<file path="config.mk">
export PLATFORM = sky130hd
export DESIGN_NAME = adcsq_ctrl
export DESIGN_NICKNAME = d
export VERILOG_FILES = /design/src/adcsq_pkg.sv /design/src/adcsq_buf_mem.sv /design/src/adcsq_ctrl.sv
export VERILOG_INCLUDE_DIRS = /design/src
export SDC_FILE = /design/constraint.sdc
export NUM_CORES = 1
export LEC_CHECK = 0
export BUFFER_PORTS_ARGS = -buffer_cell sky130_fd_sc_hd__buf_2
export CORE_MARGIN = 2
export CORE_UTILIZATION = 30
export DETAILED_ROUTE_END_ITERATION = 6
export GPL_TIMING_DRIVEN = 0
export HOLD_SLACK_MARGIN = 0.15
export REMOVE_ABC_BUFFERS = 1
export SLEW_MARGIN = 10
export SYNTH_ARGS = -nofsm -noshare
export SYNTH_HDL_FRONTEND = slang
export SYNTH_SLANG_ARGS = --single-unit
</file>
<file path="constraint.sdc">
create_clock -name aclk -period 3.2 [get_ports aclk]
set_input_delay 0.32 -clock aclk [delete_from_list [all_inputs] [get_ports aclk]]
set_output_delay 0.32 -clock aclk [all_outputs]
set_load 0.005 [all_outputs]
</file>
<file path="src/adcsq_consts.svh">
// Purpose: Offsets, field positions, reset values and counts of the
//          converter sequencing control block.
// Assumes: Included by bare name from design files.
// Notes:   Definitions only.
`ifndef ADCSQ_CONSTS_SVH
`define ADCSQ_CONSTS_SVH

// ----------------------------------------------------------------------
// Register byte offsets
// ----------------------------------------------------------------------
`define ADCSQ_CON2_OFS 8'h00
`define ADCSQ_CON3_OFS 8'h04
`define ADCSQ_CON4_OFS 8'h08
`define ADCSQ_CHS_OFS 8'h0c
`define ADCSQ_CTL_OFS 8'h10
`define ADCSQ_BUF_BASE 8'h40
`define ADCSQ_BUF_LAST 8'h7c

// ----------------------------------------------------------------------
// Reset values and writable masks
// ----------------------------------------------------------------------
`define ADCSQ_RST_VAL 16'h0000
`define ADCSQ_CON2_WMASK 16'hf77f
`define ADCSQ_CON3_WMASK 16'h9fff
`define ADCSQ_CON4_WMASK 16'h0107
`define ADCSQ_CHS_WMASK 16'h1f1f
`define ADCSQ_CTL_WMASK 16'h003f

// ----------------------------------------------------------------------
// Field positions
// ----------------------------------------------------------------------
`define ADCSQ_REF_LSB 13
`define ADCSQ_OFFSET_CALIBRATION_BIT 12
`define ADCSQ_SCAN_BIT 10
`define ADCSQ_CHCNT_LSB 8
`define ADCSQ_HALF_BIT 7
`define ADCSQ_RATE_LSB 2
`define ADCSQ_FILLM_BIT 1
`define ADCSQ_ALT_BIT 0
`define ADCSQ_CLKSRC_BIT 15
`define ADCSQ_SAMT_LSB 8
`define ADCSQ_DMAEN_BIT 8
`define ADCSQ_SA_HI_LSB 3
`define ADCSQ_NA_LSB 1
`define ADCSQ_SA_LO_BIT 0
`define ADCSQ_SB_HI_LSB 11
`define ADCSQ_NB_LSB 9
`define ADCSQ_SB_LO_BIT 8
`define ADCSQ_EN_BIT 0
`define ADCSQ_RES_BIT 1
`define ADCSQ_SAMPLE_CLOCK_SOURCE_LSB 2
`define ADCSQ_TRGRP_BIT 5

// ----------------------------------------------------------------------
// Timing and answers
// ----------------------------------------------------------------------
`define ADCSQ_CONV_TADS 12
`define ADCSQ_SAMPLE_CLOCK_SOURCE_AUTO 3'b111
`define ADCSQ_RESP_OKAY 2'b00
`define ADCSQ_RESP_DECERR 2'b11
`endif

</file>
<file path="src/adcsq_pkg.sv">
// Purpose: Types shared by the converter sequencing control block.
// Assumes: Nothing.
// Notes:   One-hot sequencer states.
package adcsq_pkg;
	typedef enum logic [2:0] {
		ST_IDLE = 3'b001,
		ST_SAMPLE = 3'b010,
		ST_CONV = 3'b100
	} adcsq_state_e;
	typedef logic [15:0] adcsq_word_t;
endpackage

</file>
<file path="src/adcsq_buf_mem.sv">
// Purpose: Sixteen-word result buffer with a registered read port.
// Assumes: One write and one read port on one clock.
// Notes:   Contents are not reset; software reads only written slots.
module adcsq_buf_mem import adcsq_pkg::*; #(
	parameter int DEPTH = 16,
	parameter int AW = 4
) (
	input wire logic aclk,
	input wire logic wr_en,
	input wire logic [AW-1:0] wr_addr,
	input wire adcsq_word_t wr_data,
	input wire logic [AW-1:0] rd_addr,
	output adcsq_word_t rd_data_ff
);
	adcsq_word_t mem [DEPTH];

	always_ff @(posedge aclk)
	begin
		if (wr_en)
		begin
			mem[wr_addr] <= wr_data;
		end
	end

	always_ff @(posedge aclk)
	begin
		rd_data_ff <= mem[rd_addr];
	end
endmodule

</file>
<file path="src/adcsq_ctrl.sv">
// Purpose: Converter sequencing control with an AXI4-Lite register slave.
// Assumes: Trigger and RC clock pins are asynchronous; result_data is
//          valid on this clock whenever a conversion ends.
// Notes:   Rules carried out are listed below.
// Operation
// - Reference field 000/1xx supply-ground, 001 ext+, 010 ext-, 011 both.
// - Second instance keeps the low reference on ground for encodings 010 and 011.
// - Offset calibration ties both channel inputs to analog ground.
// - Scan select steps channel 0 positive input during sample set A.
// - Channel count 1x converts 0..3, 01 converts 0..1, 00 channel 0.
// - Twelve-bit mode reads channel count as zero, channel 0 only.
// - Half status reads 1 while filling second half, 0 first half.
// - Without DMA, interrupt every N-th conversion, N = low four bits + 1.
// - With DMA, DMA address advances every N-th, N = five bits + 1.
// - Fill mode alternates buffer halves per interrupt, else restarts.
// - Alternate mode uses set A then set B, else always set A.
// - Clock source bit picks internal RC clock, else divided system clock.
// - Auto-sample time 0..31 periods, used only for source 111, group 0.
// - Conversion period is clock period times divider plus one.
// - DMA mode writes every result to the first buffer word.
// - DMA buffer length allocates two to the field power words.
// - Positive select maps to inputs 0/1/2, 3/4/5, 3/0/6, 3/0/25, 0/25/6.
// - Positive select built from two upper bits and one lower bit.
// - Negative select 11 gives 9/10/11, 10 gives 6/7/8, 0x low reference.
// - Low reference is external only for reference field 2 or 3.
// - Resolution bit selects twelve-bit single channel when set.
//
// Register access over AXI4-Lite and the register addresses are this design's own decisions.
`include "adcsq_consts.svh"
module adcsq_ctrl import adcsq_pkg::*; #(
	parameter bit SECOND_INSTANCE = 1'b0,
	parameter int CONV_TADS = `ADCSQ_CONV_TADS
) (
	input wire logic aclk,
	input wire logic aresetn,
	input wire logic [7:0] s_axi_awaddr,
	input wire logic [2:0] s_axi_awprot,
	input wire logic s_axi_awvalid,
	output logic s_axi_awready,
	input wire logic [31:0] s_axi_wdata,
	input wire logic [3:0] s_axi_wstrb,
	input wire logic s_axi_wvalid,
	output logic s_axi_wready,
	output logic [1:0] s_axi_bresp,
	output logic s_axi_bvalid,
	input wire logic s_axi_bready,
	input wire logic [7:0] s_axi_araddr,
	input wire logic [2:0] s_axi_arprot,
	input wire logic s_axi_arvalid,
	output logic s_axi_arready,
	output logic [31:0] s_axi_rdata,
	output logic [1:0] s_axi_rresp,
	output logic s_axi_rvalid,
	input wire logic s_axi_rready,
	input wire logic rc_clock_pin,
	input wire logic trigger_pin,
	input wire adcsq_word_t result_data,
	output logic ref_high_external,
	output logic ref_low_external,
	output logic inputs_grounded,
	output logic scan_advance,
	output logic sampling,
	output logic converting,
	output logic [1:0] conv_channel,
	output logic [5:0] ch1_pos,
	output logic [5:0] ch2_pos,
	output logic [5:0] ch3_pos,
	output logic [5:0] ch1_neg,
	output logic [5:0] ch2_neg,
	output logic [5:0] ch3_neg,
	output logic neg_low_reference,
	output logic conv_interrupt,
	output logic dma_req,
	output adcsq_word_t dma_data,
	output logic dma_addr_inc,
	output logic [7:0] dma_words_per_input,
	output logic conv_clock_is_rc
);
	// --------------------------------------------------------------
	// Helpers
	// --------------------------------------------------------------
	function automatic logic [5:0] pos_map(input logic [2:0] sel,
		input int ch);
		logic [17:0] t;
		t = 18'h0;
		if (sel[2])
			t = {6'd6, 6'd25, 6'd0};
		else if (sel == 3'b011)
			t = {6'd25, 6'd0, 6'd3};
		else if (sel == 3'b010)
			t = {6'd6, 6'd0, 6'd3};
		else if (sel == 3'b001)
			t = {6'd5, 6'd4, 6'd3};
		else
			t = {6'd2, 6'd1, 6'd0};
		return t[ch*6 +: 6];
	endfunction

	function automatic logic [5:0] neg_map(input logic [1:0] sel,
		input int ch);
		logic [5:0] r;
		r = 6'h0;
		if (sel == 2'b11)
			r = 6'(9 + ch);
		else if (sel == 2'b10)
			r = 6'(6 + ch);
		return r;
	endfunction

	function automatic adcsq_word_t merge(input adcsq_word_t old,
		input logic [31:0] d, input logic [3:0] s, input adcsq_word_t m);
		adcsq_word_t n;
		n = old;
		if (s[0])
			n[7:0] = d[7:0];
		if (s[1])
			n[15:8] = d[15:8];
		return (n & m) | (old & ~m);
	endfunction

	// --------------------------------------------------------------
	// Register storage and bus slave
	// --------------------------------------------------------------
	adcsq_word_t con2_ff, con3_ff, con4_ff, chs_ff, ctl_ff;
	logic aw_held_ff, w_held_ff, rd_pend_ff;
	logic [7:0] awaddr_ff, rd_addr_ff;
	logic [31:0] wdata_ff;
	logic [3:0] wstrb_ff;
	logic half_ff;
	adcsq_word_t mem_rd;
	logic do_wr;
	logic [7:0] wa;
	logic wr_is_buf;

	assign do_wr = aw_held_ff && w_held_ff && !s_axi_bvalid;
	assign wa = awaddr_ff;
	assign wr_is_buf = wa >= `ADCSQ_BUF_BASE && wa <= `ADCSQ_BUF_LAST;

	always_ff @(posedge aclk)
	begin
		if (!aresetn)
		begin
			aw_held_ff <= 1'b0;
			awaddr_ff <= 8'h0;
			s_axi_awready <= 1'b0;
		end
		else if (s_axi_awvalid && s_axi_awready)
		begin
			aw_held_ff <= 1'b1;
			awaddr_ff <= {s_axi_awaddr[7:2], 2'b00};
			s_axi_awready <= 1'b0;
		end
		else
		begin
			if (do_wr)
				aw_held_ff <= 1'b0;
			s_axi_awready <= !aw_held_ff && !s_axi_bvalid;
		end
	end

	always_ff @(posedge aclk)
	begin
		if (!aresetn)
		begin
			w_held_ff <= 1'b0;
			wdata_ff <= 32'h0;
			wstrb_ff <= 4'h0;
			s_axi_wready <= 1'b0;
		end
		else if (s_axi_wvalid && s_axi_wready)
		begin
			w_held_ff <= 1'b1;
			wdata_ff <= s_axi_wdata;
			wstrb_ff <= s_axi_wstrb;
			s_axi_wready <= 1'b0;
		end
		else
		begin
			if (do_wr)
				w_held_ff <= 1'b0;
			s_axi_wready <= !w_held_ff && !s_axi_bvalid;
		end
	end

	always_ff @(posedge aclk)
	begin
		if (!aresetn)
		begin
			s_axi_bvalid <= 1'b0;
			s_axi_bresp <= `ADCSQ_RESP_OKAY;
		end
		else if (do_wr)
		begin
			s_axi_bvalid <= 1'b1;
			s_axi_bresp <= (wa == `ADCSQ_CON2_OFS || wa == `ADCSQ_CON3_OFS ||
				wa == `ADCSQ_CON4_OFS || wa == `ADCSQ_CHS_OFS ||
				wa == `ADCSQ_CTL_OFS || wr_is_buf) ?
				`ADCSQ_RESP_OKAY : `ADCSQ_RESP_DECERR;
		end
		else if (s_axi_bready)
		begin
			s_axi_bvalid <= 1'b0;
		end
	end

	// Result words are read-only, so writes there are accepted and dropped.
	always_ff @(posedge aclk)
	begin
		if (!aresetn)
		begin
			con2_ff <= `ADCSQ_RST_VAL;
			con3_ff <= `ADCSQ_RST_VAL;
			con4_ff <= `ADCSQ_RST_VAL;
			chs_ff <= `ADCSQ_RST_VAL;
			ctl_ff <= `ADCSQ_RST_VAL;
		end
		else if (do_wr)
		begin
			if (wa == `ADCSQ_CON2_OFS)
				con2_ff <= merge(con2_ff, wdata_ff, wstrb_ff,
					`ADCSQ_CON2_WMASK);
			else if (wa == `ADCSQ_CON3_OFS)
				con3_ff <= merge(con3_ff, wdata_ff, wstrb_ff,
					`ADCSQ_CON3_WMASK);
			else if (wa == `ADCSQ_CON4_OFS)
				con4_ff <= merge(con4_ff, wdata_ff, wstrb_ff,
					`ADCSQ_CON4_WMASK);
			else if (wa == `ADCSQ_CHS_OFS)
				chs_ff <= merge(chs_ff, wdata_ff, wstrb_ff,
					`ADCSQ_CHS_WMASK);
			else if (wa == `ADCSQ_CTL_OFS)
				ctl_ff <= merge(ctl_ff, wdata_ff, wstrb_ff,
					`ADCSQ_CTL_WMASK);
		end
	end

	// --------------------------------------------------------------
	// Decoded configuration
	// --------------------------------------------------------------
	logic enable, res12, auto_src, fill_mode, alt_mode, dma_en, clk_rc;
	logic [2:0] ref_sel;
	logic [1:0] chcnt;
	logic [4:0] rate, limit, samt;
	logic ref_ext_hi, ref_ext_lo;
	adcsq_word_t con2_rd;

	assign enable = ctl_ff[`ADCSQ_EN_BIT];
	assign res12 = ctl_ff[`ADCSQ_RES_BIT];
	assign auto_src = ctl_ff[`ADCSQ_SAMPLE_CLOCK_SOURCE_LSB +: 3] == `ADCSQ_SAMPLE_CLOCK_SOURCE_AUTO &&
		!ctl_ff[`ADCSQ_TRGRP_BIT];
	assign ref_sel = con2_ff[`ADCSQ_REF_LSB +: 3];
	assign chcnt = res12 ? 2'b00 : con2_ff[`ADCSQ_CHCNT_LSB +: 2];
	assign rate = con2_ff[`ADCSQ_RATE_LSB +: 5];
	assign fill_mode = con2_ff[`ADCSQ_FILLM_BIT];
	assign alt_mode = con2_ff[`ADCSQ_ALT_BIT];
	assign clk_rc = con3_ff[`ADCSQ_CLKSRC_BIT];
	assign samt = con3_ff[`ADCSQ_SAMT_LSB +: 5];
	assign dma_en = con4_ff[`ADCSQ_DMAEN_BIT];
	assign limit = dma_en ? rate : {1'b0, rate[3:0]};
	assign ref_ext_hi = !ref_sel[2] && ref_sel[0];
	assign ref_ext_lo = !ref_sel[2] && ref_sel[1] && !SECOND_INSTANCE;

	always_comb
	begin
		con2_rd = con2_ff;
		con2_rd[`ADCSQ_CHCNT_LSB +: 2] = chcnt;
		con2_rd[`ADCSQ_HALF_BIT] = half_ff;
	end

	// --------------------------------------------------------------
	// Read channel: answer one cycle after the address is taken
	// --------------------------------------------------------------
	always_ff @(posedge aclk)
	begin
		if (!aresetn)
		begin
			s_axi_arready <= 1'b0;
			rd_pend_ff <= 1'b0;
			rd_addr_ff <= 8'h0;
		end
		else if (s_axi_arvalid && s_axi_arready)
		begin
			s_axi_arready <= 1'b0;
			rd_pend_ff <= 1'b1;
			rd_addr_ff <= {s_axi_araddr[7:2], 2'b00};
		end
		else
		begin
			rd_pend_ff <= 1'b0;
			s_axi_arready <= !rd_pend_ff && !s_axi_rvalid;
		end
	end

	always_ff @(posedge aclk)
	begin
		if (!aresetn)
		begin
			s_axi_rvalid <= 1'b0;
			s_axi_rdata <= 32'h0;
			s_axi_rresp <= `ADCSQ_RESP_OKAY;
		end
		else if (rd_pend_ff)
		begin
			s_axi_rvalid <= 1'b1;
			s_axi_rresp <= `ADCSQ_RESP_OKAY;
			if (rd_addr_ff == `ADCSQ_CON2_OFS)
				s_axi_rdata <= {16'h0, con2_rd};
			else if (rd_addr_ff == `ADCSQ_CON3_OFS)
				s_axi_rdata <= {16'h0, con3_ff};
			else if (rd_addr_ff == `ADCSQ_CON4_OFS)
				s_axi_rdata <= {16'h0, con4_ff};
			else if (rd_addr_ff == `ADCSQ_CHS_OFS)
				s_axi_rdata <= {16'h0, chs_ff};
			else if (rd_addr_ff == `ADCSQ_CTL_OFS)
				s_axi_rdata <= {16'h0, ctl_ff};
			else if (rd_addr_ff >= `ADCSQ_BUF_BASE &&
				rd_addr_ff <= `ADCSQ_BUF_LAST)
				s_axi_rdata <= {16'h0, mem_rd};
			else
			begin
				s_axi_rdata <= 32'h0;
				s_axi_rresp <= `ADCSQ_RESP_DECERR;
			end
		end
		else if (s_axi_rready)
		begin
			s_axi_rvalid <= 1'b0;
		end
	end

	// --------------------------------------------------------------
	// Pin synchronisers and conversion clock period
	// --------------------------------------------------------------
	logic rc_s1_ff, rc_s2_ff, rc_prev_ff, tg_s1_ff, tg_s2_ff, tg_prev_ff;
	logic [7:0] div_cnt_ff;
	logic tad_tick, trig_edge;

	always_ff @(posedge aclk)
	begin
		if (!aresetn)
		begin
			{rc_s1_ff, rc_s2_ff, rc_prev_ff} <= 3'b000;
			{tg_s1_ff, tg_s2_ff, tg_prev_ff} <= 3'b000;
		end
		else
		begin
			{rc_s1_ff, rc_s2_ff, rc_prev_ff} <= {rc_clock_pin, rc_s1_ff,
				rc_s2_ff};
			{tg_s1_ff, tg_s2_ff, tg_prev_ff} <= {trigger_pin, tg_s1_ff,
				tg_s2_ff};
		end
	end

	assign trig_edge = tg_s2_ff && !tg_prev_ff;
	// The divider is idle in RC mode; its setting has no effect then.
	assign tad_tick = clk_rc ? (rc_s2_ff && !rc_prev_ff) :
		(div_cnt_ff == con3_ff[7:0]);

	always_ff @(posedge aclk)
	begin
		if (!aresetn || clk_rc || tad_tick)
			div_cnt_ff <= 8'h0;
		else
			div_cnt_ff <= div_cnt_ff + 8'h1;
	end

	// --------------------------------------------------------------
	// Sequencer
	// --------------------------------------------------------------
	adcsq_state_e state_ff, nxt_state;
	logic [7:0] tad_cnt_ff;
	logic [1:0] chan_ff, last_chan;
	logic set_b_ff, en_prev_ff, conv_done, seq_done, pace_hit;
	logic [4:0] op_cnt_ff;
	logic [3:0] wr_ptr_ff;

	assign last_chan = chcnt[1] ? 2'd3 : (chcnt[0] ? 2'd1 : 2'd0);
	assign conv_done = state_ff == ST_CONV && tad_tick &&
		tad_cnt_ff == 8'(CONV_TADS - 1);
	assign seq_done = conv_done && chan_ff == last_chan;
	assign pace_hit = conv_done && op_cnt_ff == limit;

	always_comb
	begin
		nxt_state = state_ff;
		case (state_ff)
			ST_IDLE:
				if (enable)
					nxt_state = ST_SAMPLE;
			ST_SAMPLE:
				if (auto_src ? (tad_cnt_ff[4:0] >= samt) : trig_edge)
					nxt_state = ST_CONV;
			ST_CONV:
				if (seq_done)
					nxt_state = ST_SAMPLE;
			default:
				nxt_state = ST_IDLE;
		endcase
		if (!enable)
			nxt_state = ST_IDLE;
	end

	always_ff @(posedge aclk)
	begin
		if (!aresetn)
		begin
			state_ff <= ST_IDLE;
			tad_cnt_ff <= 8'h0;
			chan_ff <= 2'd0;
		end
		else
		begin
			state_ff <= nxt_state;
			if (nxt_state != state_ff || conv_done)
				tad_cnt_ff <= 8'h0;
			else if (tad_tick)
				tad_cnt_ff <= tad_cnt_ff + 8'h1;
			if (nxt_state != ST_CONV)
				chan_ff <= 2'd0;
			else if (conv_done)
				chan_ff <= chan_ff + 2'd1;
		end
	end

	always_ff @(posedge aclk)
	begin
		if (!aresetn || !enable || !alt_mode)
			set_b_ff <= 1'b0;
		else if (seq_done)
			set_b_ff <= !set_b_ff;
	end

	// Restart keeps pacing aligned with software's view after reprogramming.
	always_ff @(posedge aclk)
	begin
		if (!aresetn)
			en_prev_ff <= 1'b0;
		else
			en_prev_ff <= enable;
		if (!aresetn || (enable && !en_prev_ff) ||
			(do_wr && wa == `ADCSQ_CON2_OFS))
			op_cnt_ff <= 5'h0;
		else if (pace_hit)
			op_cnt_ff <= 5'h0;
		else if (conv_done)
			op_cnt_ff <= op_cnt_ff + 5'h1;
	end

	always_ff @(posedge aclk)
	begin
		if (!aresetn)
		begin
			wr_ptr_ff <= 4'h0;
			half_ff <= 1'b0;
		end
		else if (!fill_mode)
		begin
			half_ff <= 1'b0;
			if (pace_hit && !dma_en)
				wr_ptr_ff <= 4'h0;
			else if (conv_done && !dma_en)
				wr_ptr_ff <= wr_ptr_ff + 4'h1;
		end
		else if (pace_hit && !dma_en)
		begin
			half_ff <= !half_ff;
			wr_ptr_ff <= half_ff ? 4'h0 : 4'h8;
		end
		else if (conv_done && !dma_en)
		begin
			wr_ptr_ff <= wr_ptr_ff + 4'h1;
		end
	end

	adcsq_buf_mem #(
		.DEPTH(16),
		.AW(4)
	) u_buf (
		.aclk(aclk),
		.wr_en(conv_done),
		.wr_addr(dma_en ? 4'h0 : wr_ptr_ff),
		.wr_data(result_data),
		.rd_addr(s_axi_araddr[5:2]),
		.rd_data_ff(mem_rd)
	);

	// --------------------------------------------------------------
	// Events and analog routing outputs
	// --------------------------------------------------------------
	logic [2:0] psel;
	logic [1:0] nsel;

	assign psel = set_b_ff ? {chs_ff[`ADCSQ_SB_HI_LSB +: 2],
		chs_ff[`ADCSQ_SB_LO_BIT]} : {chs_ff[`ADCSQ_SA_HI_LSB +: 2],
		chs_ff[`ADCSQ_SA_LO_BIT]};
	assign nsel = set_b_ff ? chs_ff[`ADCSQ_NB_LSB +: 2] :
		chs_ff[`ADCSQ_NA_LSB +: 2];

	always_ff @(posedge aclk)
	begin
		if (!aresetn)
		begin
			conv_interrupt <= 1'b0;
			dma_req <= 1'b0;
			dma_addr_inc <= 1'b0;
			dma_data <= 16'h0;
			scan_advance <= 1'b0;
		end
		else
		begin
			conv_interrupt <= pace_hit && !dma_en;
			dma_addr_inc <= pace_hit && dma_en;
			dma_req <= conv_done && dma_en;
			if (conv_done && dma_en)
				dma_data <= result_data;
			scan_advance <= seq_done && !set_b_ff &&
				con2_ff[`ADCSQ_SCAN_BIT];
		end
	end

	always_ff @(posedge aclk)
	begin
		if (!aresetn)
		begin
			{ref_high_external, ref_low_external, inputs_grounded} <= 3'b000;
			{sampling, converting, conv_clock_is_rc} <= 3'b000;
			conv_channel <= 2'd0;
			{ch1_pos, ch2_pos, ch3_pos} <= 18'h0;
			{ch1_neg, ch2_neg, ch3_neg} <= 18'h0;
			neg_low_reference <= 1'b0;
			dma_words_per_input <= 8'h1;
		end
		else
		begin
			ref_high_external <= ref_ext_hi;
			ref_low_external <= ref_ext_lo;
			inputs_grounded <= con2_ff[`ADCSQ_OFFSET_CALIBRATION_BIT];
			sampling <= nxt_state == ST_SAMPLE;
			converting <= nxt_state == ST_CONV;
			conv_clock_is_rc <= clk_rc;
			conv_channel <= chan_ff;
			ch1_pos <= pos_map(psel, 0);
			ch2_pos <= pos_map(psel, 1);
			ch3_pos <= pos_map(psel, 2);
			ch1_neg <= neg_map(nsel, 0);
			ch2_neg <= neg_map(nsel, 1);
			ch3_neg <= neg_map(nsel, 2);
			neg_low_reference <= !nsel[1] && ref_ext_lo;
			dma_words_per_input <= 8'h1 << con4_ff[2:0];
		end
	end
endmodule

</file>
==> metrics.txt <==
Arr. time, crit path 3.42 ns; Synth Flop Type edfxtp_1; clock tree root driver cell clkbuf_16; Power per Cell Area 582 nW/um2; area leader, netlist edfxtp_1; largest net degree at the start of global routing 74; number of I/O port buffers 138; I/O pins 197; slew margin rel. 25.4%; Mean Syn Cell Area roughly 13 um2; sequential area share after synthesis 65.3%; endpoints failing setup 0; antenna cell count 0; WP data required 3.52 ns; drc violations 0; Final Util a little under two fifths; Final #Nets 1,637; Startpoint Class flop; 1st-iter DRT viols 845; RSZ-0062 raised after global routing yes; hpwl dp 30.9 mm; mean number of vias per cell 4.79; Vias 11.3k; CTS max path bufs 3; initial antenna violation count 1; Post-synth EDFFs 256; max cap viols 0; crit-path max FO 16; Sink Count 463; clock latency at the later pin of the worst-skew pair about 0.61 ns; Synth area leaders edfxtp_1 (42%), dfxtp_1 (23%), mux4_2 (10%), nand2_1 (3.1%), a21oi_1 (2.7%); fin crit period 3.10 ns; GP Congestion 0.826; area of the multi-input gates 5850 um2; Final WS setup 0.100 ns; drt pass-1 iters 5; Reg clk slew, reported paths approximately 0.06 ns; most frequent cells in the layout edfxtp_1 (256), dfxtp_1 (206), nand2_1 (148), buf_2 (136), nor2_1 (102); commonest non-fill, non-tap cell in the layout edfxtp_1; routed wire length 45.9 mm; yosys warns 0; Antenna Nets Post-Route 0; gr usage total 14.6%; fillers 5,660; area grow syn2layout 22.0%; Hold WC Path Type in -> reg; Core Area 60,000 um2; Synth Instances 1,350; Reg area 11,800 um2; fin crit share between 90% and 100%; Post-Syn Area 18,100 um2; fraction of layout cells with a size suffix above 1 22.7%; CTS tree yes; maximum clock rate 0.323 GHz; Post-synth ARST share 0%; H-tree Lvls 2; Rows 90; Fin Clk Skew roughly 0.028 ns; Setup CP Type reg -> reg; endpoint class of the critical path flop; CTS buffer count 48; global-route wire length before repair 69.3 mm; chip width 250 um; Pleak 7.74 nW; flops & latches, synth 463; initial core utilization 30.2%; Final Hold Fails 0; worst slew pin tran 1.12 ns; number of global-route vias before repair 11.3k; Yosys top cell area share 42.5%; status finished clean; fin. max-slew vios 0; pre-CTS setup slack -0.390 ns; Die Footprint 62,300 um2; wire length per cell 19.4 um; grt total ovfl 0; Max IR drop VDD ~0.37 mV; Vert. Die Dim approximately 250 um; number of distinct library cells after synthesis 58
## final timing paths
path | startpoint | end | slack (ns) | cells after the start
max | div_cnt_ff[2] | u_buf.mem[12][10] | 0.10 | 8
max reg2reg | div_cnt_ff[2] | u_buf.mem[12][10] | 0.10 | 8
min reg2reg | tg_s1_ff | tg_s2_ff | 0.44 | 1
min | s_axi_awvalid | aw_held_ff | 0.26 | 3
## stage by stage
step / std cells / total power [mW] / setup TNS [ns] / hold WS [ns] / cell area, um2
after floorplan: 1269 / 6.77 / -0.659 / 0.391 / 17600
after global placement: 2189 / 7.04 / -274.41 / 0.421 / 19300
after detailed placement: 2212 / 7.06 / -25.38 / 0.430 / 19700
after CTS: 2360 / 13.0 / -0.932 / 0.232 / 22000
after global routing: 2367 / 13.3 / -1.18 / 0.273 / 22100
final: 2367 / 12.9 / 0 / 0.260 / 22100
## power by group
part / internal [mW] / switching, mW
registers: 6.33 / 0.0634
logic: 0.253 / 0.329
clock network: 3.48 / 2.40
## worst max-delay path: stages, from the launching register on
cell     delay (ns)
dfxtp_1        0.43
xnor2_1        0.16
nand4_1        0.20
o31a_1         0.54
nor2_4         0.29
nand3_1        0.31
nor2_2         0.49
buf_6          0.23
buf_6          0.16
## metal layers
layer	share of wire, %	vias up	track usage (%)
met5	0.015	-	0
met4	2.5	2	4.66
met3	5.7	75	2.70
met2	49	368	24.8
met1	42	5598	18.8
li1	-	5288	-
## synthesized netlist by cell type, types with 17 or more instances
library cell and instances:
edfxtp_1 256, mux2i_1 42, nor3_1 23, dfxtp_1 207, inv_1 19, nand3_1 36, xnor2_1 22, a21oi_1 99
o21ai_0 17, mux4_2 80, buf_4 43, clkbuf_1 53, nor2_1 116, nand2_1 149
## state kept, by name (all words and copies together), names as in the netlist, 3 cells and up
| signal | count |
|---|---|
| awaddr_ff | 6 |
| ch2_pos | 3 |
| ch3_pos | 4 |
| chs_ff | 10 |
| con2_ff | 14 |
| con3_ff | 14 |
| con4_ff | 4 |
| ctl_ff | 6 |
| div_cnt_ff | 8 |
| dma_data | 16 |
| dma_words_per_input | 8 |
| op_cnt_ff | 5 |
| rd_addr_ff | 6 |
| s_axi_rdata | 16 |
| state_ff | 3 |
| tad_cnt_ff | 8 |
| u_buf.mem | 256 |
| u_buf.rd_data_ff | 16 |
| wdata_ff | 16 |
| wr_ptr_ff | 4 |
## final cells by class
cell class	count	share of cell area, %
timing repair buffer	226	7.53
clock buffer	62	5.90
multi-input combinational	786	26.5
tap	782	4.43
inverter	20	0.363
clock inverter	28	1.72
sequential	463	53.6
## what timing repair did
action	4_1_cts	5_1_grt
setup buffers	4	7
pin swaps	2	4
gates resized for setup	5	10
hold endpoints to repair	301	0
endpoints found under the setup margin	197	163
hold buffers	54	0
## cells by family after synthesis
group | Yosys count | share of synthesized area, %
AND/OR/NAND/NOR | 419 | 10.8
flip-flops | 463 | 65.3
buffers and inverters | 130 | 3.64
other | 1 | 0.0207
multiplexers | 127 | 12.6
AO/OA/AOI/OAI | 172 | 5.64
adder cells (fa/ha/maj) | 9 | 0.622
XOR/XNOR | 29 | 1.40
Power figures use the tool's default switching activity.
